$ cat src/logic/flc_pkg.sv
`default_nettype none
// ************************************************************
// constants shared by the lock and power-down control
// ************************************************************
package flc_pkg;
  // serial opcodes
  localparam logic [7:0] OP_LOCK_ONE = 8'h36;
  localparam logic [7:0] OP_UNLOCK_ONE = 8'h39;
  localparam logic [7:0] OP_LOCK_ALL = 8'h7e;
  localparam logic [7:0] OP_UNLOCK_ALL = 8'h98;
  localparam logic [7:0] OP_RD_LOCK_A = 8'h3c;
  localparam logic [7:0] OP_RD_LOCK_B = 8'h3d;
  localparam logic [7:0] OP_PWR_DOWN = 8'hb9;
  localparam logic [7:0] OP_ULTRA_LEGACY = 8'h79;
  localparam logic [7:0] OP_RESUME = 8'hab;
  localparam logic [7:0] OP_RST_ENABLE = 8'h66;
  localparam logic [7:0] OP_RST_DEVICE = 8'h99;
  localparam logic [7:0] OP_TERMINATE = 8'hf0;
  // apb register map and fields
  localparam logic [7:0] REG_SR3 = 8'h00;
  localparam logic [7:0] REG_SR4 = 8'h04;
  localparam logic [7:0] REG_STATUS = 8'h08;
  localparam int SR3_SCHEME_BIT = 2;
  localparam int SR3_HWRST_EN_BIT = 7;
  localparam int SR4_DEPTH_BIT = 7;
  localparam int ST_BUSY_BIT = 0;
  localparam int ST_DEEP_BIT = 1;
  localparam int ST_ULTRA_BIT = 2;
  localparam int ST_WAKE_BIT = 3;
  localparam int ST_SRAM_BIT = 4;
  localparam int ST_REJECT_BIT = 5;
  localparam int ST_HALTED_BIT = 6;
  localparam logic SR3_SCHEME_RST = 1'b0;
  localparam logic SR3_HWRST_EN_RST = 1'b0;
  localparam logic SR4_DEPTH_RST = 1'b0;
  localparam int LOCK_BITS = 94;
  // timing
  localparam int CLK_PERIOD_NS = 8;
  localparam int OP_TIME_NS = 50000;
  localparam int WAKE_TIME_NS = 1000;
  localparam int OP_CYCLES = (OP_TIME_NS + CLK_PERIOD_NS - 1) / CLK_PERIOD_NS;
  localparam int WAKE_CYCLES = (WAKE_TIME_NS + CLK_PERIOD_NS - 1) / CLK_PERIOD_NS;
  typedef enum logic [3:0] {
    PWR_IDLE = 4'b0001,
    PWR_DEEP = 4'b0010,
    PWR_ULTRA = 4'b0100,
    PWR_WAKE = 4'b1000
  } flc_pwr_t;
  // program opcodes taking an address and data
  function automatic logic flc_is_program(input logic [7:0] op);
    return op inside {8'h02, 8'haf, 8'had, 8'ha2, 8'h32, 8'h0a, 8'h88, 8'h9b};
  endfunction
  // erase opcodes taking an address
  function automatic logic flc_is_erase(input logic [7:0] op);
    return op inside {8'h81, 8'hdb, 8'h20, 8'h52, 8'hd8};
  endfunction
  function automatic logic flc_is_chip_erase(input logic [7:0] op);
    return op inside {8'h60, 8'hc7};
  endfunction
  // 4 KB granules in the end blocks, 64 KB granules between them
  function automatic logic [6:0] flc_lock_index(input logic [23:0] addr);
    logic [6:0] idx;
    idx = {1'b0, addr[21:16]} + 7'h1f;
    if (addr[21:16] == 6'h00) begin
      idx = {3'b000, addr[15:12]};
    end else if (addr[21:16] == 6'h3f) begin
      idx = {3'b001, addr[15:12]};
    end
    return idx;
  endfunction
endpackage
`default_nettype wire

$ cat src/logic/flc_lock_if.sv
`timescale 1ns/1ps
`default_nettype none
// ************************************************************
// lock bank request and answer bundle
// ************************************************************
interface flc_lock_if;
  logic [23:0] addr;
  logic set_one;
  logic clr_one;
  logic set_all;
  logic clr_all;
  logic hit;
  logic any;
  logic all;
  modport ctl(output addr, set_one, clr_one, set_all, clr_all, input hit, any, all);
  modport bank(input addr, set_one, clr_one, set_all, clr_all, output hit, any, all);
endinterface
`default_nettype wire

$ cat src/logic/flc_lock_power_ctrl.sv
`timescale 1ns/1ps
`default_nettype none
// Overview of operation
// - lock opcode plus address sets block lock
// - unlock opcode clears addressed block lock
// - all lock bits set after reset
// - individual locks active only when scheme bit set
// - 94 lock bits, 4 KB ends, 64 KB middle
// - global lock sets all, unlock clears all
// - both read-lock opcodes behave identically
// - lock field shifted out MSB first
// - field LSB one means block locked
// - power-down with depth bit enters deep sleep
// - power-down without depth bit enters ultra sleep
// - legacy opcode always enters ultra sleep
// - resume from deep returns idle, SRAM kept
// - resume from ultra runs internal reset
// - chip select release never wakes device
// - reset pair wakes deep, ignored in ultra
// - terminate never leaves power down
// - hardware or jedec reset wakes, SRAM lost
// - resets stop operation and reset; terminate halts
// - applies to every program and erase opcode
// - scheme bit zero uses standard protection
module flc_lock_power_ctrl
  import flc_pkg::*;
#(
  parameter int unsigned OP_CYCLES_P = OP_CYCLES,
  parameter int unsigned WAKE_CYCLES_P = WAKE_CYCLES
) (
  input wire logic pclk,
  input wire logic presetn,
  input wire logic psel,
  input wire logic penable,
  input wire logic pwrite,
  input wire logic [7:0] paddr,
  input wire logic [31:0] pwdata,
  output logic [31:0] prdata,
  output logic pready,
  output logic pslverr,
  input wire logic spi_cs_n,
  input wire logic spi_sck,
  input wire logic spi_si,
  output logic spi_so,
  output logic spi_so_oe,
  input wire logic hw_reset_n,
  input wire logic jedec_reset,
  input wire logic std_block_protected,
  output logic array_start,
  output logic array_busy,
  output logic sram_valid,
  output logic deep_sleep_mode,
  output logic ultra_sleep_mode
);
  // ************************************************************
  // declarations
  // ************************************************************
  flc_lock_if lkb ();
  logic sck_d_r;
  logic cs_d_r;
  logic sck_rise;
  logic sck_fall;
  logic cs_rise;
  logic [5:0] bit_cnt_r;
  logic [7:0] shift_r;
  logic [7:0] opcode_r;
  logic [23:0] addr_r;
  logic [7:0] out_r;
  logic rd_frame;
  logic protection_scheme_select_r;
  logic hwrst_en_r;
  logic power_down_depth_select_r;
  logic reject_r;
  logic halted_r;
  logic rst_en_r;
  logic sram_valid_r;
  flc_pwr_t pwr_r;
  flc_pwr_t pwr_nxt;
  logic [15:0] wake_cnt_r;
  logic ready_state;
  logic do_lock_one;
  logic do_unlock_one;
  logic do_lock_all;
  logic do_unlock_all;
  logic do_pd;
  logic ultra_sel;
  logic do_resume;
  logic do_sw_reset;
  logic do_term;
  logic do_pe;
  logic target_protected;
  logic hw_rst_evt;
  logic ext_reset;
  logic wake_done;
  logic dev_reset;
  logic apb_wr;
  logic apb_mapped;
  logic [31:0] rdata_nxt;

  // ************************************************************
  // serial front end
  // ************************************************************
  // pins are already in the pclk domain, so plain edge detection
  always_ff @(posedge pclk or negedge presetn) begin
    if (!presetn) begin
      sck_d_r <= 1'b0;
      cs_d_r <= 1'b1;
    end else begin
      sck_d_r <= spi_sck;
      cs_d_r <= spi_cs_n;
    end
  end

  assign sck_rise = spi_sck & ~sck_d_r & ~spi_cs_n;
  assign sck_fall = ~spi_sck & sck_d_r & ~spi_cs_n;
  assign cs_rise = spi_cs_n & ~cs_d_r;

  // bit count saturates so long data phases cannot wrap into a match
  always_ff @(posedge pclk or negedge presetn) begin
    if (!presetn) begin
      bit_cnt_r <= 6'h00;
    end else if (cs_rise) begin
      bit_cnt_r <= 6'h00;
    end else if (sck_rise && bit_cnt_r != 6'h3f) begin
      bit_cnt_r <= bit_cnt_r + 6'h01;
    end
  end

  // opcode and address capture, mode 0 sampling on rising sck
  always_ff @(posedge pclk or negedge presetn) begin
    if (!presetn) begin
      shift_r <= 8'h00;
      opcode_r <= 8'h00;
      addr_r <= 24'h000000;
    end else if (sck_rise) begin
      shift_r <= {shift_r[6:0], spi_si};
      if (bit_cnt_r == 6'h07) begin
        opcode_r <= {shift_r[6:0], spi_si};
      end
      if (bit_cnt_r >= 6'h08 && bit_cnt_r < 6'h20) begin
        addr_r <= {addr_r[22:0], spi_si};
      end
    end
  end

  assign rd_frame = (opcode_r == OP_RD_LOCK_A || opcode_r == OP_RD_LOCK_B) &&
    pwr_r == PWR_IDLE;

  // lock field loads at the first falling edge after the address
  always_ff @(posedge pclk or negedge presetn) begin
    if (!presetn) begin
      out_r <= 8'h00;
    end else if (sck_fall && rd_frame && bit_cnt_r == 6'h20) begin
      out_r <= {7'h00, lkb.hit};
    end else if (sck_fall && bit_cnt_r > 6'h20) begin
      out_r <= {out_r[6:0], 1'b0};
    end
  end

  assign spi_so = out_r[7];
  // drive starts at the first fall after the address, not while sck is still high
  assign spi_so_oe = rd_frame & ~spi_cs_n & ((bit_cnt_r > 6'h20) |
    (bit_cnt_r == 6'h20 & ~sck_d_r & ~spi_sck));

  // ************************************************************
  // command decode at chip select release
  // ************************************************************
  assign ready_state = (pwr_r == PWR_IDLE) & ~array_busy;
  assign do_lock_one = cs_rise & ready_state & opcode_r == OP_LOCK_ONE & bit_cnt_r == 6'h20;
  assign do_unlock_one = cs_rise & ready_state & opcode_r == OP_UNLOCK_ONE & bit_cnt_r == 6'h20;
  assign do_lock_all = cs_rise & ready_state & opcode_r == OP_LOCK_ALL & bit_cnt_r == 6'h08;
  assign do_unlock_all = cs_rise & ready_state & opcode_r == OP_UNLOCK_ALL & bit_cnt_r == 6'h08;
  assign do_pd = cs_rise & ready_state & bit_cnt_r == 6'h08 &
    (opcode_r == OP_PWR_DOWN || opcode_r == OP_ULTRA_LEGACY);
  assign ultra_sel = (opcode_r == OP_ULTRA_LEGACY) | ~power_down_depth_select_r;
  assign do_resume = cs_rise & bit_cnt_r == 6'h08 & opcode_r == OP_RESUME &
    (pwr_r == PWR_DEEP || pwr_r == PWR_ULTRA);
  assign do_sw_reset = cs_rise & bit_cnt_r == 6'h08 & opcode_r == OP_RST_DEVICE & rst_en_r &
    (pwr_r == PWR_IDLE || pwr_r == PWR_DEEP);
  // terminate only halts, and only outside power down
  assign do_term = cs_rise & bit_cnt_r == 6'h08 & opcode_r == OP_TERMINATE &
    pwr_r == PWR_IDLE & array_busy;
  // program needs address plus at least one data byte
  assign do_pe = cs_rise & ready_state &
    ((flc_is_program(opcode_r) && bit_cnt_r >= 6'h28) ||
     (flc_is_erase(opcode_r) && bit_cnt_r == 6'h20) ||
     (flc_is_chip_erase(opcode_r) && bit_cnt_r == 6'h08));
  // with the scheme bit set, chip erase is refused while any single lock remains
  assign target_protected = protection_scheme_select_r ?
    (flc_is_chip_erase(opcode_r) ? lkb.any : lkb.hit) : std_block_protected;
  assign array_start = do_pe & ~target_protected;

  // enable half of the software reset pair, dropped by any other command
  always_ff @(posedge pclk or negedge presetn) begin
    if (!presetn) begin
      rst_en_r <= 1'b0;
    end else if (cs_rise && bit_cnt_r != 6'h00) begin
      rst_en_r <= (opcode_r == OP_RST_ENABLE) && bit_cnt_r == 6'h08 && pwr_r != PWR_ULTRA &&
        pwr_r != PWR_WAKE;
    end
  end

  // ************************************************************
  // reset sources
  // ************************************************************
  // the pin only counts once software has enabled it
  assign hw_rst_evt = ~hw_reset_n & hwrst_en_r;
  assign ext_reset = hw_rst_evt | jedec_reset;
  assign wake_done = (pwr_r == PWR_WAKE) && wake_cnt_r == 16'h0000;
  assign dev_reset = ext_reset | do_sw_reset | wake_done;

  // ************************************************************
  // lock bank and operation timer
  // ************************************************************
  assign lkb.addr = addr_r;
  assign lkb.set_one = do_lock_one;
  assign lkb.clr_one = do_unlock_one;
  assign lkb.set_all = do_lock_all | dev_reset;
  assign lkb.clr_all = do_unlock_all;

  flc_lock_bank #(
    .NBITS(LOCK_BITS)
  ) u_bank (
    .clk(pclk),
    .rst_n(presetn),
    .lk(lkb.bank)
  );

  flc_op_timer #(
    .CYCLES(OP_CYCLES_P)
  ) u_timer (
    .clk(pclk),
    .rst_n(presetn),
    .start(array_start),
    .halt(do_term | dev_reset),
    .busy(array_busy)
  );

  // ************************************************************
  // power state
  // ************************************************************
  // external resets override; cs release alone never moves the state
  always_comb begin
    pwr_nxt = pwr_r;
    if (ext_reset) begin
      pwr_nxt = PWR_IDLE;
    end else begin
      unique case (pwr_r)
        PWR_IDLE: begin
          if (do_pd) begin
            pwr_nxt = ultra_sel ? PWR_ULTRA : PWR_DEEP;
          end
        end
        PWR_DEEP: begin
          if (do_resume || do_sw_reset) begin
            pwr_nxt = PWR_IDLE;
          end
        end
        PWR_ULTRA: begin
          if (do_resume) begin
            pwr_nxt = PWR_WAKE;
          end
        end
        PWR_WAKE: begin
          if (wake_done) begin
            pwr_nxt = PWR_IDLE;
          end
        end
        default: pwr_nxt = PWR_IDLE;
      endcase
    end
  end

  always_ff @(posedge pclk or negedge presetn) begin
    if (!presetn) begin
      pwr_r <= PWR_IDLE;
    end else begin
      pwr_r <= pwr_nxt;
    end
  end

  // internal reset sequence length after an ultra sleep resume
  always_ff @(posedge pclk or negedge presetn) begin
    if (!presetn) begin
      wake_cnt_r <= 16'h0000;
    end else if (pwr_r != PWR_WAKE) begin
      wake_cnt_r <= 16'(WAKE_CYCLES_P - 1);
    end else if (wake_cnt_r != 16'h0000) begin
      wake_cnt_r <= wake_cnt_r - 16'h0001;
    end
  end

  // buffer contents survive deep sleep and soft reset only
  always_ff @(posedge pclk or negedge presetn) begin
    if (!presetn) begin
      sram_valid_r <= 1'b0;
    end else if (ext_reset || (do_pd && ultra_sel) || pwr_r == PWR_WAKE) begin
      sram_valid_r <= 1'b0;
    end else if (array_start && flc_is_program(opcode_r)) begin
      sram_valid_r <= 1'b1;
    end
  end

  assign sram_valid = sram_valid_r;
  assign deep_sleep_mode = (pwr_r == PWR_DEEP);
  assign ultra_sleep_mode = (pwr_r == PWR_ULTRA);

  // ************************************************************
  // apb registers
  // ************************************************************
  assign apb_wr = psel & penable & pwrite;
  assign apb_mapped = paddr == REG_SR3 || paddr == REG_SR4 || paddr == REG_STATUS;
  assign pready = psel & penable;
  assign pslverr = psel & penable & ~apb_mapped;

  // configuration bits are not touched by device resets
  always_ff @(posedge pclk or negedge presetn) begin
    if (!presetn) begin
      protection_scheme_select_r <= SR3_SCHEME_RST;
      hwrst_en_r <= SR3_HWRST_EN_RST;
      power_down_depth_select_r <= SR4_DEPTH_RST;
    end else if (apb_wr && paddr == REG_SR3) begin
      protection_scheme_select_r <= pwdata[SR3_SCHEME_BIT];
      hwrst_en_r <= pwdata[SR3_HWRST_EN_BIT];
    end else if (apb_wr && paddr == REG_SR4) begin
      power_down_depth_select_r <= pwdata[SR4_DEPTH_BIT];
    end
  end

  // sticky flags, write one to clear, a new event wins over the clear
  always_ff @(posedge pclk or negedge presetn) begin
    if (!presetn) begin
      reject_r <= 1'b0;
      halted_r <= 1'b0;
    end else begin
      if (do_pe && target_protected) begin
        reject_r <= 1'b1;
      end else if (apb_wr && paddr == REG_STATUS && pwdata[ST_REJECT_BIT]) begin
        reject_r <= 1'b0;
      end
      if (do_term) begin
        halted_r <= 1'b1;
      end else if (apb_wr && paddr == REG_STATUS && pwdata[ST_HALTED_BIT]) begin
        halted_r <= 1'b0;
      end
    end
  end

  // read data is taken in the setup cycle so prdata comes from a flop
  always_comb begin
    rdata_nxt = 32'h00000000;
    if (paddr == REG_SR3) begin
      rdata_nxt[SR3_SCHEME_BIT] = protection_scheme_select_r;
      rdata_nxt[SR3_HWRST_EN_BIT] = hwrst_en_r;
    end else if (paddr == REG_SR4) begin
      rdata_nxt[SR4_DEPTH_BIT] = power_down_depth_select_r;
    end else if (paddr == REG_STATUS) begin
      rdata_nxt[ST_BUSY_BIT] = array_busy;
      rdata_nxt[ST_DEEP_BIT] = deep_sleep_mode;
      rdata_nxt[ST_ULTRA_BIT] = ultra_sleep_mode;
      rdata_nxt[ST_WAKE_BIT] = (pwr_r == PWR_WAKE);
      rdata_nxt[ST_SRAM_BIT] = sram_valid_r;
      rdata_nxt[ST_REJECT_BIT] = reject_r;
      rdata_nxt[ST_HALTED_BIT] = halted_r;
    end
  end

  always_ff @(posedge pclk or negedge presetn) begin
    if (!presetn) begin
      prdata <= 32'h00000000;
    end else if (psel && !penable) begin
      prdata <= rdata_nxt;
    end
  end
endmodule
`default_nettype wire

$ cat src/logic/flc_lock_bank.sv
`timescale 1ns/1ps
`default_nettype none
// ************************************************************
// per-block lock bits
// ************************************************************
module flc_lock_bank
  import flc_pkg::*;
#(
  parameter int NBITS = LOCK_BITS
) (
  input wire logic clk,
  input wire logic rst_n,
  flc_lock_if.bank lk
);
  logic [NBITS-1:0] lock_r;
  logic [6:0] idx;

  assign idx = flc_lock_index(lk.addr);

  // global set beats global clear beats single updates
  for (genvar i = 0; i < NBITS; i++) begin : g_bit
    always_ff @(posedge clk or negedge rst_n) begin
      if (!rst_n) begin
        lock_r[i] <= 1'b1;
      end else if (lk.set_all) begin
        lock_r[i] <= 1'b1;
      end else if (lk.clr_all) begin
        lock_r[i] <= 1'b0;
      end else if (idx == 7'(i)) begin
        if (lk.set_one) begin
          lock_r[i] <= 1'b1;
        end else if (lk.clr_one) begin
          lock_r[i] <= 1'b0;
        end
      end
    end
  end

  assign lk.hit = lock_r[idx];
  assign lk.any = |lock_r;
  assign lk.all = &lock_r;
endmodule
`default_nettype wire

$ cat src/logic/flc_op_timer.sv
`timescale 1ns/1ps
`default_nettype none
// ************************************************************
// self-timed program / erase duration
// ************************************************************
module flc_op_timer #(
  parameter int unsigned CYCLES = 16
) (
  input wire logic clk,
  input wire logic rst_n,
  input wire logic start,
  input wire logic halt,
  output logic busy
);
  localparam int CW = $clog2(CYCLES + 1);
  logic [CW-1:0] cnt_r;

  // halt wins so a reset never leaves a stray operation running
  always_ff @(posedge clk or negedge rst_n) begin
    if (!rst_n) begin
      cnt_r <= '0;
    end else if (halt) begin
      cnt_r <= '0;
    end else if (start) begin
      cnt_r <= CW'(CYCLES);
    end else if (cnt_r != '0) begin
      cnt_r <= cnt_r - 1'b1;
    end
  end

  assign busy = (cnt_r != '0);
endmodule
`default_nettype wire

$ cat config.mk
export PLATFORM = sky130hd
export DESIGN_NAME = flc_lock_power_ctrl
export DESIGN_NICKNAME = d
export VERILOG_FILES = /design/src/logic/flc_pkg.sv /design/src/logic/flc_lock_if.sv /design/src/logic/flc_lock_power_ctrl.sv /design/src/logic/flc_lock_bank.sv /design/src/logic/flc_op_timer.sv
export SDC_FILE = /design/constraint.sdc
export NUM_CORES = 1
export LEC_CHECK = 0
export BUFFER_PORTS_ARGS = -buffer_cell sky130_fd_sc_hd__buf_2
export CAP_MARGIN = 10
export CORE_AREA = 4 4 152 139
export DETAILED_ROUTE_END_ITERATION = 7
export DIE_AREA = 0 0 156 143
export PLACE_DENSITY_LB_ADDON = 0.1
export SLEW_MARGIN = 20
export SYNTH_ARGS = -nofsm -noshare
export SYNTH_HDL_FRONTEND = slang
export SYNTH_SLANG_ARGS = --single-unit
$ cat constraint.sdc
create_clock -name pclk -period 6.21 [get_ports pclk]
set_input_delay 0.621 -clock pclk [delete_from_list [all_inputs] [get_ports pclk]]
set_output_delay 0.621 -clock pclk [all_outputs]
set_load 0.1 [all_outputs]
Yosys cells after proc, flatten, opt, wreduce, memory -nomap -nowiden:

Cells that the tools add are included.

* register bits after elaboration: 195
* input bits: 51
* output and inout bits: 41

* add/subtract/negate cells: 4
* order comparisons: 5
* equality and inequality tests: 137
* mux-type cells: 319
* bitwise operators: 53
* reduce and logical (&&, ||, !) cells: 246

Operators by type and width (number)
* 1-bit two-way mux: 296
* 3-bit nonzero test: 95
* 7-bit by 6-bit == test with 1-bit output (second input constant): 32
* 7-bit == test (second input constant): 30
* 2-bit AND reduction: 97
* 7-bit by 5-bit == test with 1-bit output (second input constant): 16
* 8-bit == test (second input constant): 14
* 94-bit OR reduction: 1
* 7-bit by 4-bit == test with 1-bit output (second input constant): 8
* 8-bit by 6-bit == test with 1-bit output (second input constant): 6
* 8-bit by 7-bit == test with 1-bit output (second input constant): 5
* 13-bit two-way mux: 3
* 1-bit AND: 36
* 16-bit two-way mux: 2
* 7-bit by 3-bit == test with 1-bit output (second input constant): 4
* 7-bit two-way mux: 4
* 4-bit two-way mux: 6
* 1-bit logical AND: 23
* 8-bit by 4-bit == test with 1-bit output (second input constant): 2
* 16-bit logical NOT: 1
* 8-bit two-way mux: 2
* 4-bit one-hot mux with 4 select lines: 1
* 16-bit nonzero test: 1
* 16-bit by 1-bit subtractor with 16-bit output (second input constant): 1
* 42 further kinds: 78

Longest topological paths before layout:

Gate-level depths: netlist of the first run.

* word-level depth: 12
* mapped depth: 17
* mapped depth without buffers: 12

Hierarchy:

From an unflattened synthesis of the first run, not the netlist that was laid out.

* cells, all modules: 1152
* area, all modules: 11745.0 um2

By module, submodules not included
* flc_lock_bank: instances 1, cells an instance 584, area an instance 6074.6 um2, sequential area each 2469.9 um2
* flc_lock_power_ctrl: instances 1, cells an instance 494, area an instance 4887.2 um2, sequential area each 2254.7 um2
* flc_op_timer: instances 1, cells an instance 74, area an instance 783.3 um2, sequential area each 325.3 um2

Worst setup path after synthesis of the first run:

OpenSTA, ideal clock, no wires.

* kind: flip-flop to flip-flop
* from: register pwr_r[2]
* to: register u_bank.lock_r[55]
* library setup time: 82 ps
* arrival: 5190 ps
* slack: 938 ps
* cell stages (with the launch flop): 11
* cells stage by stage: dfrtp_1 nor4b_1 nor2_1 o21ai_0 a21oi_1 o41ai_1 a21oi_1 clkbuf_1 clkbuf_1 o21ai_0 mux2_2

RTL lines
* start: declaration: line flc_lock_power_ctrl.sv:77 `flc_pwr_t pwr_r;`
* start signal: assignment: line flc_lock_power_ctrl.sv:278 `pwr_r <= pwr_nxt;`
* 4-bit by 2-bit == test with 1-bit output *
* named net deep_sleep_mode: line flc_lock_power_ctrl.sv:52 `output logic deep_sleep_mode,`
* 1-bit logical OR *: line flc_lock_power_ctrl.sv:179 `(pwr_r == PWR_IDLE || pwr_r == PWR_DEEP);`
* 1-bit AND *: line flc_lock_power_ctrl.sv:178 `assign do_sw_reset = cs_rise & bit_cnt_r == 6'h08 & opcode_r == OP_RST_DEVICE & rst_en_r &`
* 1-bit OR * (2 in a row): line flc_lock_power_ctrl.sv:210 `assign dev_reset = ext_reset | do_sw_reset | wake_done;`
* 1-bit OR *: line flc_lock_power_ctrl.sv:218 `assign lkb.set_all = do_lock_all | dev_reset;`
* 4-bit nonzero test (no source line) / 3-bit nonzero test (equally long branches)
* 2-bit AND reduction (no source line)
* end signal: indexed assignment: line flc_lock_bank.sv:24 `lock_r[i] <= 1'b1;`
* end signal: indexed assignment: line flc_lock_bank.sv:26 `lock_r[i] <= 1'b1;`
* end signal: indexed assignment: line flc_lock_bank.sv:28 `lock_r[i] <= 1'b0;`
* end: declaration: line flc_lock_bank.sv:15 `logic [NBITS-1:0] lock_r;`

The timed path passes the listed nets; every way through them passes the cells marked *. The select of a mux whose other input is x is not followed.
A chain may end at the register's enable or synchronous reset.

Worst setup path in the final report of the first run:

* from: register addr_r[16]
* to: output array_start

* word-level cells in the longest chain between the ends: 9

Ends and longest elaborated chain
* start: declaration: line flc_lock_power_ctrl.sv:67 `logic [23:0] addr_r;`
* start signal: assignment: line flc_lock_power_ctrl.sv:141 `addr_r <= {addr_r[22:0], spi_si};`
* 6-bit by 5-bit adder with 7-bit output / 6-bit == test (equally long branches): line flc_pkg.sv:63, flc_pkg.sv:66
* 7-bit two-way mux: line flc_pkg.sv:66 `end else if (addr[21:16] == 6'h3f) begin`
* 7-bit two-way mux *: line flc_pkg.sv:64 `if (addr[21:16] == 6'h00) begin`
* 1-bit binary-select mux with 7-bit select *: line flc_lock_bank.sv:39 `assign lk.hit = lock_r[idx];`
* 1-bit two-way mux (not written as such) *: line flc_lock_bank.sv:39
* 1-bit two-way mux *: line flc_lock_power_ctrl.sv:190 `(flc_is_chip_erase(opcode_r) ? lkb.any : lkb.hit) : std_block_protected;`
* 1-bit two-way mux *: line flc_lock_power_ctrl.sv:189 `assign target_protected = protection_scheme_select_r ?`
* 1-bit NOT *: line flc_lock_power_ctrl.sv:191 `assign array_start = do_pe & ~target_protected;`
* 1-bit AND *: line flc_lock_power_ctrl.sv:191
* end: declaration: line flc_lock_power_ctrl.sv:49 `output logic array_start,`

Mark *: on every way between the ends. The rest lies on a longest branch, timed or not. The select of a mux whose other input is x is not followed.

==> results.txt, run 1 <==
The first detailed-routing pass took 8 iterations. For the worst setup path, the data arrival time is 5.25 ns. Summing all non-filler instances in the final layout gives an area of 0.0127 sq mm. The post-layout instance count excluding filler cells was 1446; the top achievable clock speed was 0.170 GHz. TritonCTS built the clock tree.

The total track usage is 0.279, and the count of buffers from port buffering is 39. The tools report the post-synthesis sequential area ratio as 0.425. At the worst endpoint, the required time is 5.59 ns. The tools report the kind of start point of the critical path as a flop.

The cell area that synthesis handed to floorplanning was 0.0118 sq mm. Synthesis inferred 195 register bits. The count of maximum capacitance violations came out at 0. For this run, the slowest stage of the critical path takes 0.54 ns. The CTS clock-pin slew for the worst setup and hold paths was 0.09 ns.

The startpoint identified for the worst register-to-register timing path is addr_r[16]. The highest fanout seen on the critical path was 12. The number of vias after detailed routing is 9437, and the via count of the first global-routing pass is 8906. Counting flops with a built-in enable in the synthesized netlist gives 0. The setup fix buffers added after clock tree synthesis is 0, and the CTS sink count is 195. Setup repair after global routing left no endpoint under its margin. The layout cell share with drive strength beyond 1 works out to 0.300. Power spread over the standard cell area amounts to 260 mW/mm^2.

The final routed wire length divided by cell count is 21.2 um, and the worst-case clock buffer depth is 2. The flow ran to the end, and the final reports show no timing, DRC or antenna violations. The total negative slack is 0 ns. The run gives 173 uV as the highest ir drop seen on vdd.

The later pin in the worst-skew pair is clocked with a latency of 0.45 ns. Using the TritonRoute via totals, the vias-per-cell ratio works out to 6.53. Number of pins with negative max-slew slack in the final report: 0. In this design, the critical path's most frequently occurring cell is sky130_fd_sc_hd__inv_1.

In this run the remaining antenna-violating nets after routing total 0. The detailed router's first-iteration violation count is 1019, and the total core area is 0.0197 sq mm. After layout, the minimum clock period comes to 5.87 ns. In the synthesized netlist the dominant register cell turns out to be sky130_fd_sc_hd__dfrtp_1. The per-instance average area after synthesis was 10.0 sq um.

The min-delay analysis places its worst path in the category in -> async. Setup violations remaining at the end of the flow were counted as 0. The run gives 0 as the final number of hold-violating endpoints.

The first global-routing pass estimated 49.4 mm of wire. The cell with the largest stage delay on the worst path was sky130_fd_sc_hd__or3_1. The run gives 30.7 mm as the final routed wirelength across all metal layers.

The logs give 0.196 for the worst max-slew margin expressed relative to the limit and 0.0223 sq mm for the area of the die. In this run the static leakage power is 0.00498 uW. The utilization after layout was 0.647. The run gives 0 as the initial antenna violation count. The number of placed cells counting well taps was 1413.

Row generation in the floorplan step produced 49 rows. The synthesized design spends more area on one cell type than any other, namely sky130_fd_sc_hd__dfstp_2. Clock skew on the completed layout was measured at 0.0181 ns. Final clock period utilization by the worst path: 0.946. In this run, post-CTS hold repair placed 0 buffers.

The initial core utilization is 0.597, and the CTS H-tree depth is 4. Fill cell total of the finished layout: 1572. After synthesis, the cell types taking the most area are sky130_fd_sc_hd__dfstp_2 (21%), sky130_fd_sc_hd__dfrtp_1 (21%), sky130_fd_sc_hd__mux2_2 (13%), sky130_fd_sc_hd__o21ai_0 (5.3%), sky130_fd_sc_hd__nand2_1 (3.2%). Yosys printed 0 warnings. The worst setup path is captured at an output pin. The number of different library cells used by synthesis comes to 76.

The classification of the worst setup path is reg -> out. For the post-detailed-route DRC marker count, the log shows 0. The tree is rooted in a sky130_fd_sc_hd__clkbuf_16. The horizontal die dimension is 156 um, and the transition time of the tightest slew-check pin is 1.20 ns.

Net total in the final layout: 1234. The total overflow left after global routing is 0. From synthesis to final layout, the design area changed by 8.27%.

The fraction of synthesis flops using an asynchronous set or reset pin was 1.00. Buffers inserted during clock tree synthesis total 17. The number of gates resized after CTS is 0, and the largest net degree at the start of global routing is 95.

Walking the worst path, the cells encountered are inv_1, ha_1, or4b_1, buf_4, mux2i_4, mux2_1, a22oi_1, a21oi_1, nor4_1, o2111ai_1, o31a_1, or3_1, inv_1, buf_12. The tools report the critical path startpoint as addr_r[16]. 92 I/O pins were placed. The last weighted congestion value of the routability-driven placer is 0.968, and the gate count after technology mapping is 1174. Once placement finished, the instance area stood at 0.0121 sq mm. The height of the die was 143 um; the share of the synthesized area in the top cell type was 0.215. Detailed placement ended at an HPWL of 20.7 mm.
-- synthesized netlist by cell type (3+ instances only) --
cell                       count
sky130_fd_sc_hd__nand4_1      14
sky130_fd_sc_hd__a22oi_1      24
sky130_fd_sc_hd__nand2b_1     16
sky130_fd_sc_hd__nor2b_1      14
sky130_fd_sc_hd__and2_1        6
sky130_fd_sc_hd__mux2_2      135
sky130_fd_sc_hd__nor3_1       30
sky130_fd_sc_hd__ha_1          6
sky130_fd_sc_hd__o21a_1        4
sky130_fd_sc_hd__o21ba_2       3
sky130_fd_sc_hd__a21oi_1      32
sky130_fd_sc_hd__buf_1         7
sky130_fd_sc_hd__dfrtp_1      99
sky130_fd_sc_hd__inv_1        18
sky130_fd_sc_hd__or3_1         8
sky130_fd_sc_hd__o41ai_1       6
sky130_fd_sc_hd__nand2_1      99
sky130_fd_sc_hd__a221oi_1      5
sky130_fd_sc_hd__mux4_2       16
sky130_fd_sc_hd__xor2_1       11
sky130_fd_sc_hd__xnor2_1      15
sky130_fd_sc_hd__a211oi_1      5
sky130_fd_sc_hd__or4_1         3
sky130_fd_sc_hd__a22o_1       11
sky130_fd_sc_hd__o31a_1        5
sky130_fd_sc_hd__buf_2         5
sky130_fd_sc_hd__o31ai_1       6
sky130_fd_sc_hd__nor4_1       36
sky130_fd_sc_hd__nor2_1       76
sky130_fd_sc_hd__clkbuf_1     56
sky130_fd_sc_hd__dfstp_2      96
sky130_fd_sc_hd__a21o_1        3
sky130_fd_sc_hd__a21boi_0      5
sky130_fd_sc_hd__a31oi_1      11
sky130_fd_sc_hd__o22ai_1       4
sky130_fd_sc_hd__nand3_1      25
sky130_fd_sc_hd__buf_4        25
sky130_fd_sc_hd__nor4b_1       8
sky130_fd_sc_hd__or2_2         5
sky130_fd_sc_hd__and3_1        6
sky130_fd_sc_hd__mux2i_1      37
sky130_fd_sc_hd__o21ai_0     125
sky130_fd_sc_hd__nand3b_1      4
sky130_fd_sc_hd__nor3b_1       7
-- critical path: cells and delay by family, from the launching register on --
| kind | cells | cell delay (ns) |
|---|---|---|
| buffers and inverters | 4 | 0.70 |
| AND/OR/NAND/NOR | 3 | 1.42 |
| multiplexers | 2 | 0.90 |
| adder cells (fa/ha/maj) | 1 | 0.41 |
| flip-flops | 1 | 0.38 |
| AO/OA/AOI/OAI | 4 | 0.98 |
-- through the flow --
step | setup WS, ns | total power [uW] | hold slack (ns)
after floorplan | 0.938 | 1990 | 0.325
after global placement | 0.957 | 2130 | 0.455
after detailed placement | 0.894 | 2140 | 0.467
after CTS | 0.406 | 3320 | 0.0908
after global routing | 0.0832 | 3460 | 0.111
final | 0.337 | 3310 | 0.0883
-- path summary, 6_finish.rpt --
check / end / slack [ns] / cells past startpoint
worst max-delay path: array_start / 0.34 / 14
worst min-delay path: wake_cnt_r[7] / 0.09 / 1
worst max register to register: u_timer.cnt_r[1] / 1.34 / 13
worst min register to register: halted_r / 0.48 / 2
max in group asynchronous: u_timer.cnt_r[4] / 4.84 / 2
min in group pclk: cs_d_r / 0.32 / 1
-- where the power goes --
part	internal (uW)	switching (uW)
Combinational	226	334
Sequential	1440	129
Clock	598	588
Total	2260	1050
-- routing by layer --
metal | vias up | routed length (um) | GRT usage
li1 | 4307 | - | -
met4 | 0 | 839 | 0.0838
met1 | 4596 | 14100 | 0.426
met5 | - | 0 | 0
met2 | 459 | 13100 | 0.398
met3 | 75 | 2670 | 0.0630
-- sequential cells by signal (all words and copies together) (netlist names) --
register and flops:
prdata 8, u_timer.cnt_r 13, opcode_r 8, hwrst_en_r 1
u_bank.lock_r 94, addr_r 22, pwr_r 4, halted_r 1
cs_d_r 1, rst_en_r 1, bit_cnt_r 6, power_down_depth_select_r 1
shift_r 7, protection_scheme_select_r 1, sram_valid 1, wake_cnt_r 16
out_r 8, reject_r 1, sck_d_r 1
-- cells in the final DEF (no fill, tap or decap), types with 8 or more instances in the layout --
cell type / count
sky130_fd_sc_hd__a31oi_1: 11
sky130_fd_sc_hd__a22oi_1: 24
sky130_fd_sc_hd__mux2i_1: 37
sky130_fd_sc_hd__nor2_1: 76
sky130_fd_sc_hd__nor3_1: 30
sky130_fd_sc_hd__a22o_1: 11
sky130_fd_sc_hd__nor4_1: 36
sky130_fd_sc_hd__mux2_2: 135
sky130_fd_sc_hd__or3_1: 8
sky130_fd_sc_hd__buf_4: 15
sky130_fd_sc_hd__clkbuf_16: 17
sky130_fd_sc_hd__xnor2_1: 15
sky130_fd_sc_hd__inv_1: 18
sky130_fd_sc_hd__buf_2: 37
sky130_fd_sc_hd__nand4_1: 14
sky130_fd_sc_hd__nand3_1: 25
sky130_fd_sc_hd__nor2b_1: 14
sky130_fd_sc_hd__conb_1: 24
sky130_fd_sc_hd__dfrtp_1: 99
sky130_fd_sc_hd__mux4_2: 16
sky130_fd_sc_hd__o21ai_0: 125
sky130_fd_sc_hd__nand2b_1: 16
sky130_fd_sc_hd__xor2_1: 11
sky130_fd_sc_hd__a21oi_1: 31
sky130_fd_sc_hd__nand2_1: 99
sky130_fd_sc_hd__dfstp_2: 96
-- layout make-up --
type / count / area [sq um] / share of cell area
Antenna cell: 1 / 2.50 / 0.000197
Clock buffer: 17 / 425 / 0.0334
Clock inverter: 15 / 218 / 0.0171
Inverter: 19 / 71.3 / 0.00560
Multi-Input combinational cell: 890 / 6360 / 0.500
Sequential cell: 195 / 5000 / 0.393
Tap cell: 255 / 319 / 0.0251
Timing Repair Buffer: 54 / 332 / 0.0261
-- logic make-up (layout without fill, tap and decap cells) --
group	after synthesis	in the layout	synth area share
xor+xnor	26	26	0.0194
buf+inv	112	105	0.0443
flops	195	195	0.425
fa+ha+maj	6	6	0.00639
other cells	1	25	0.000319
compound gates	277	277	0.150
mux	191	191	0.196
simple gates	366	366	0.158
Note: power is estimated with default switching activity, not from simulation.
==> run 2: changes to the inputs <==
--- a/config.mk
+++ b/config.mk
@@ -11,6 +11,7 @@
 export DETAILED_ROUTE_END_ITERATION = 7
 export DIE_AREA = 0 0 156 143
 export PLACE_DENSITY_LB_ADDON = 0.1
+export REMOVE_ABC_BUFFERS = 1
 export SLEW_MARGIN = 20
 export SYNTH_ARGS = -nofsm -noshare
 export SYNTH_HDL_FRONTEND = slang
==> results.txt, run 2 (synthesized netlist as in run 1, its figures left out) <==
The run finished with clean final reports. The power share of the combinational group came out at 0.174 (+0.005). In the layout the commonest cells are sky130_fd_sc_hd__mux2_2 (135), sky130_fd_sc_hd__o21ai_0 (125), sky130_fd_sc_hd__nand2_1 (99), sky130_fd_sc_hd__dfrtp_1 (99), sky130_fd_sc_hd__dfstp_2 (96). The total power divided by cell area was 257 mW/mm^2 (-1.3%); the CTS sink count was 195 (unchanged). Tracing the worst setup path back leads to its startpoint at addr_r[16].

The logs give 0.346 (-0.012) for the clock share of power and 0 (unchanged) for the setup fix buffers added after clock tree synthesis. The count of maximum capacitance violations is 0 (unchanged), and the global-route wire length before repair is 50.7 mm (+2.6%). The run gives 0.00499 uW (+0.15%) as the leakage power figure.

The classification of the worst setup path is reg -> out. u_bank.lock_r holds more flip-flops than any other register. The worst flop-to-flop path endpoint was u_timer.cnt_r[1]. The run gives 92 (unchanged) as the number of top-level pins. The cell depth of the worst flop-to-flop path is 13 (unchanged), and the half-perimeter wire length after placement is 21.2 mm (+2.3%). The run gives 0 (unchanged) as the number of nets still failing antenna checks after routing. In the final layout, the registers with the most flip-flops are u_bank.lock_r x94, addr_r x22, wake_cnt_r x16. The highest fanout seen on the critical path is 12 (unchanged).

The tightest min-delay check is of the in -> async type. The run gives 0.0119 ns (-0.00616 ns) as the worst clock skew. The horizontal die dimension works out to 156 um (unchanged). Kind of start point of the critical path: a flop. For the total power consumption of the routed design, the log shows 3260 uW (-1.5%). The last weighted congestion value of the routability-driven placer came out at 0.956 (-1.2%). The flip-flop count of the largest register after layout came out at 94 (unchanged). The height of the die is 143 um (unchanged), and the layout cell share with drive strength beyond 1 is 0.301 (+0.00126).

The data required time of the worst path came out at 5.59 ns (about the same). The most critical setup path has its endpoint at array_start. The row count is 49 (unchanged). The worst max-slew margin expressed relative to the limit is 0.228 (+0.0321), and the total track usage is 0.286 (+0.00683).

For the number of pins with negative max-slew slack in the final report, the log shows 0 (unchanged). The logs give 95 (unchanged) for the largest net degree at the start of global routing and 2230 uW (-1.4%) for the internal power contribution. The run gives 1.31 ns (-0.03 ns) as the reg2reg setup slack. The tools report the number of gates resized after CTS as 0 (unchanged). The CTS clock-pin slew for the worst setup and hold paths works out to 0.08 ns (about the same). The count of buffers from port buffering is 39 (unchanged). The final routed wire length divided by cell count came out at 21.7 um (+2.1%). TritonCTS built the clock tree.

The final number of setup-violating endpoints was 0 (unchanged); the post-detailed-route DRC marker count was 0 (unchanged). The total negative slack is 0 ns (unchanged), and the switching share of total power is 0.317 (-0.000493). Final worst-path setup slack: 0.318 ns (-0.0185 ns). The logs give 0.45 ns (about the same) for the insertion delay to the later sink of the worst-skew pair and 4 (unchanged) for the CTS H-tree depth. The top achievable clock speed is 0.170 GHz (-0.31%), and the number of diodes added for antenna fixing is 0 (-1). The area taken by flip-flops and latches came out at 0.00500 sq mm (unchanged). The logs give 0.892 ns (-0.00162 ns) for the post-place setup slack and 17 (unchanged) for the total clock buffers created by CTS. For the detailed router's first-iteration violation count, the log shows 1349 (+32%). The worst-case clock buffer depth came out at 2 (unchanged).

The via count of the first global-routing pass is 9126 (+2.5%), and the final number of hold-violating endpoints is 0 (unchanged). The iteration count of the initial detailed-routing pass was 8 (unchanged). The logs give 1239 (+0.41%) for the net total in the final layout and 0 (unchanged) for the total congestion overflow after global routing. The tools report the type of element capturing the critical path as an output pin.

The hold-fix buffer count after cts is 0 (unchanged), and the initial core utilization is 0.597 (unchanged). The net switching power figure is 1030 uW (-1.6%), and the highest ir drop seen on vdd is 237 uV (+36%). For the final routed wirelength across all metal layers, the log shows 31.4 mm (+2.4%). The tools report the post-layout instance count excluding filler cells as 1450 (+0.28%).

Most common cell after layout, fill and taps aside: sky130_fd_sc_hd__mux2_2. The minimum period implied by the final worst setup slack works out to 5.89 ns (+0.0185 ns). The run gives 0.481 (+0.008) as the register share of total power. The area of combinational cells with multiple inputs is 0.00634 sq mm (-0.30%). Setup repair after global routing left no endpoint under its margin. The final clock period utilization by the worst path came out at 0.949 (+0.00298).

The via-per-instance ratio is 6.63 (+1.7%), and the area added between synthesis and finish is 8.05%. The area of the die is 0.0223 sq mm (unchanged), and the fill cell total of the finished layout is 1600 (+1.8%). Clock tree synthesis selected as its root buffer the cell sky130_fd_sc_hd__clkbuf_16. For the initial antenna violation count, the log shows 0 (unchanged).

The number of vias after detailed routing is 9620 (+1.9%). The number of placed cells counting well taps is 1418 (+0.35%), and the arrival time reported for the critical path endpoint is 5.27 ns (+0.02 ns). The total core area is 0.0197 sq mm (unchanged), and the transition time of the tightest slew-check pin is 1.15 ns (-0.0481 ns). The startpoint identified for the worst register-to-register timing path is addr_r[16].
run 2: area by class of cell:
type                            count  area share
Clock buffer                       18      0.0355
Clock inverter                     14      0.0118
Inverter                           19     0.00562
Multi-Input combinational cell    890       0.499
Sequential cell                   195       0.394
Tap cell                          255      0.0251
Timing Repair Buffer               59      0.0291
run 2: per-layer routing:
| layer | vias up | part of all wire | global-route usage |
|---|---|---|---|
| met1 | 4745 | 0.44 | 0.424 |
| li1 | 4342 | - | - |
| met4 | 0 | 0.033 | 0.0986 |
| met3 | 89 | 0.097 | 0.0833 |
| met5 | - | 0 | 0 |
| met2 | 444 | 0.43 | 0.402 |
run 2: power by group through the flow:
stage | registers, uW | clock network [uW] | logic, uW
after global placement | 1580 | 0 | 550
after detailed placement | 1580 | 0 | 563
final | 1570 | 1130 | 567
after floorplan | 1530 | 0 | 446
after global routing | 1590 | 1200 | 630
after CTS | 1560 | 1140 | 568
run 2: worst min path at each step:
| stage | cells after the start | start | slack (ns) | end |
|---|---|---|---|---|
| after floorplan | 0 | presetn | 0.33 | addr_r[0] |
| after global placement | 2 | rst_en_r | 0.46 | rst_en_r |
| after detailed placement | 2 | rst_en_r | 0.46 | rst_en_r |
| after CTS | 1 | presetn | 0.25 | addr_r[10] |
| after global routing | 1 | presetn | 0.30 | addr_r[11] |
| final | 1 | presetn | 0.26 | addr_r[2] |
run 2: per-stage QoR:
| step | cell area (sq um) | hold slack, ns | util |
|---|---|---|---|
| after global placement | 12100 | 0.461 | 0.614 |
| after floorplan | 11400 | 0.325 | - |
| after global routing | 12700 | 0.296 | 0.645 |
| final | 12700 | 0.257 | 0.645 |
| after CTS | 12700 | 0.249 | 0.645 |
| after detailed placement | 12100 | 0.461 | 0.614 |
run 2: critical path, cell delays in order, from the launching register on:
cell	delay (ns)
sky130_fd_sc_hd__dfrtp_1	0.38
sky130_fd_sc_hd__inv_1	0.17
sky130_fd_sc_hd__ha_1	0.42
sky130_fd_sc_hd__or4b_1	0.48
sky130_fd_sc_hd__buf_4	0.20
sky130_fd_sc_hd__mux2i_4	0.35
sky130_fd_sc_hd__mux2_1	0.51
sky130_fd_sc_hd__a22oi_1	0.23
sky130_fd_sc_hd__a21oi_1	0.10
sky130_fd_sc_hd__o41ai_2	0.45
sky130_fd_sc_hd__o2111ai_1	0.27
sky130_fd_sc_hd__o31a_1	0.37
sky130_fd_sc_hd__or3_1	0.54
sky130_fd_sc_hd__inv_1	0.15
sky130_fd_sc_hd__buf_12	0.18
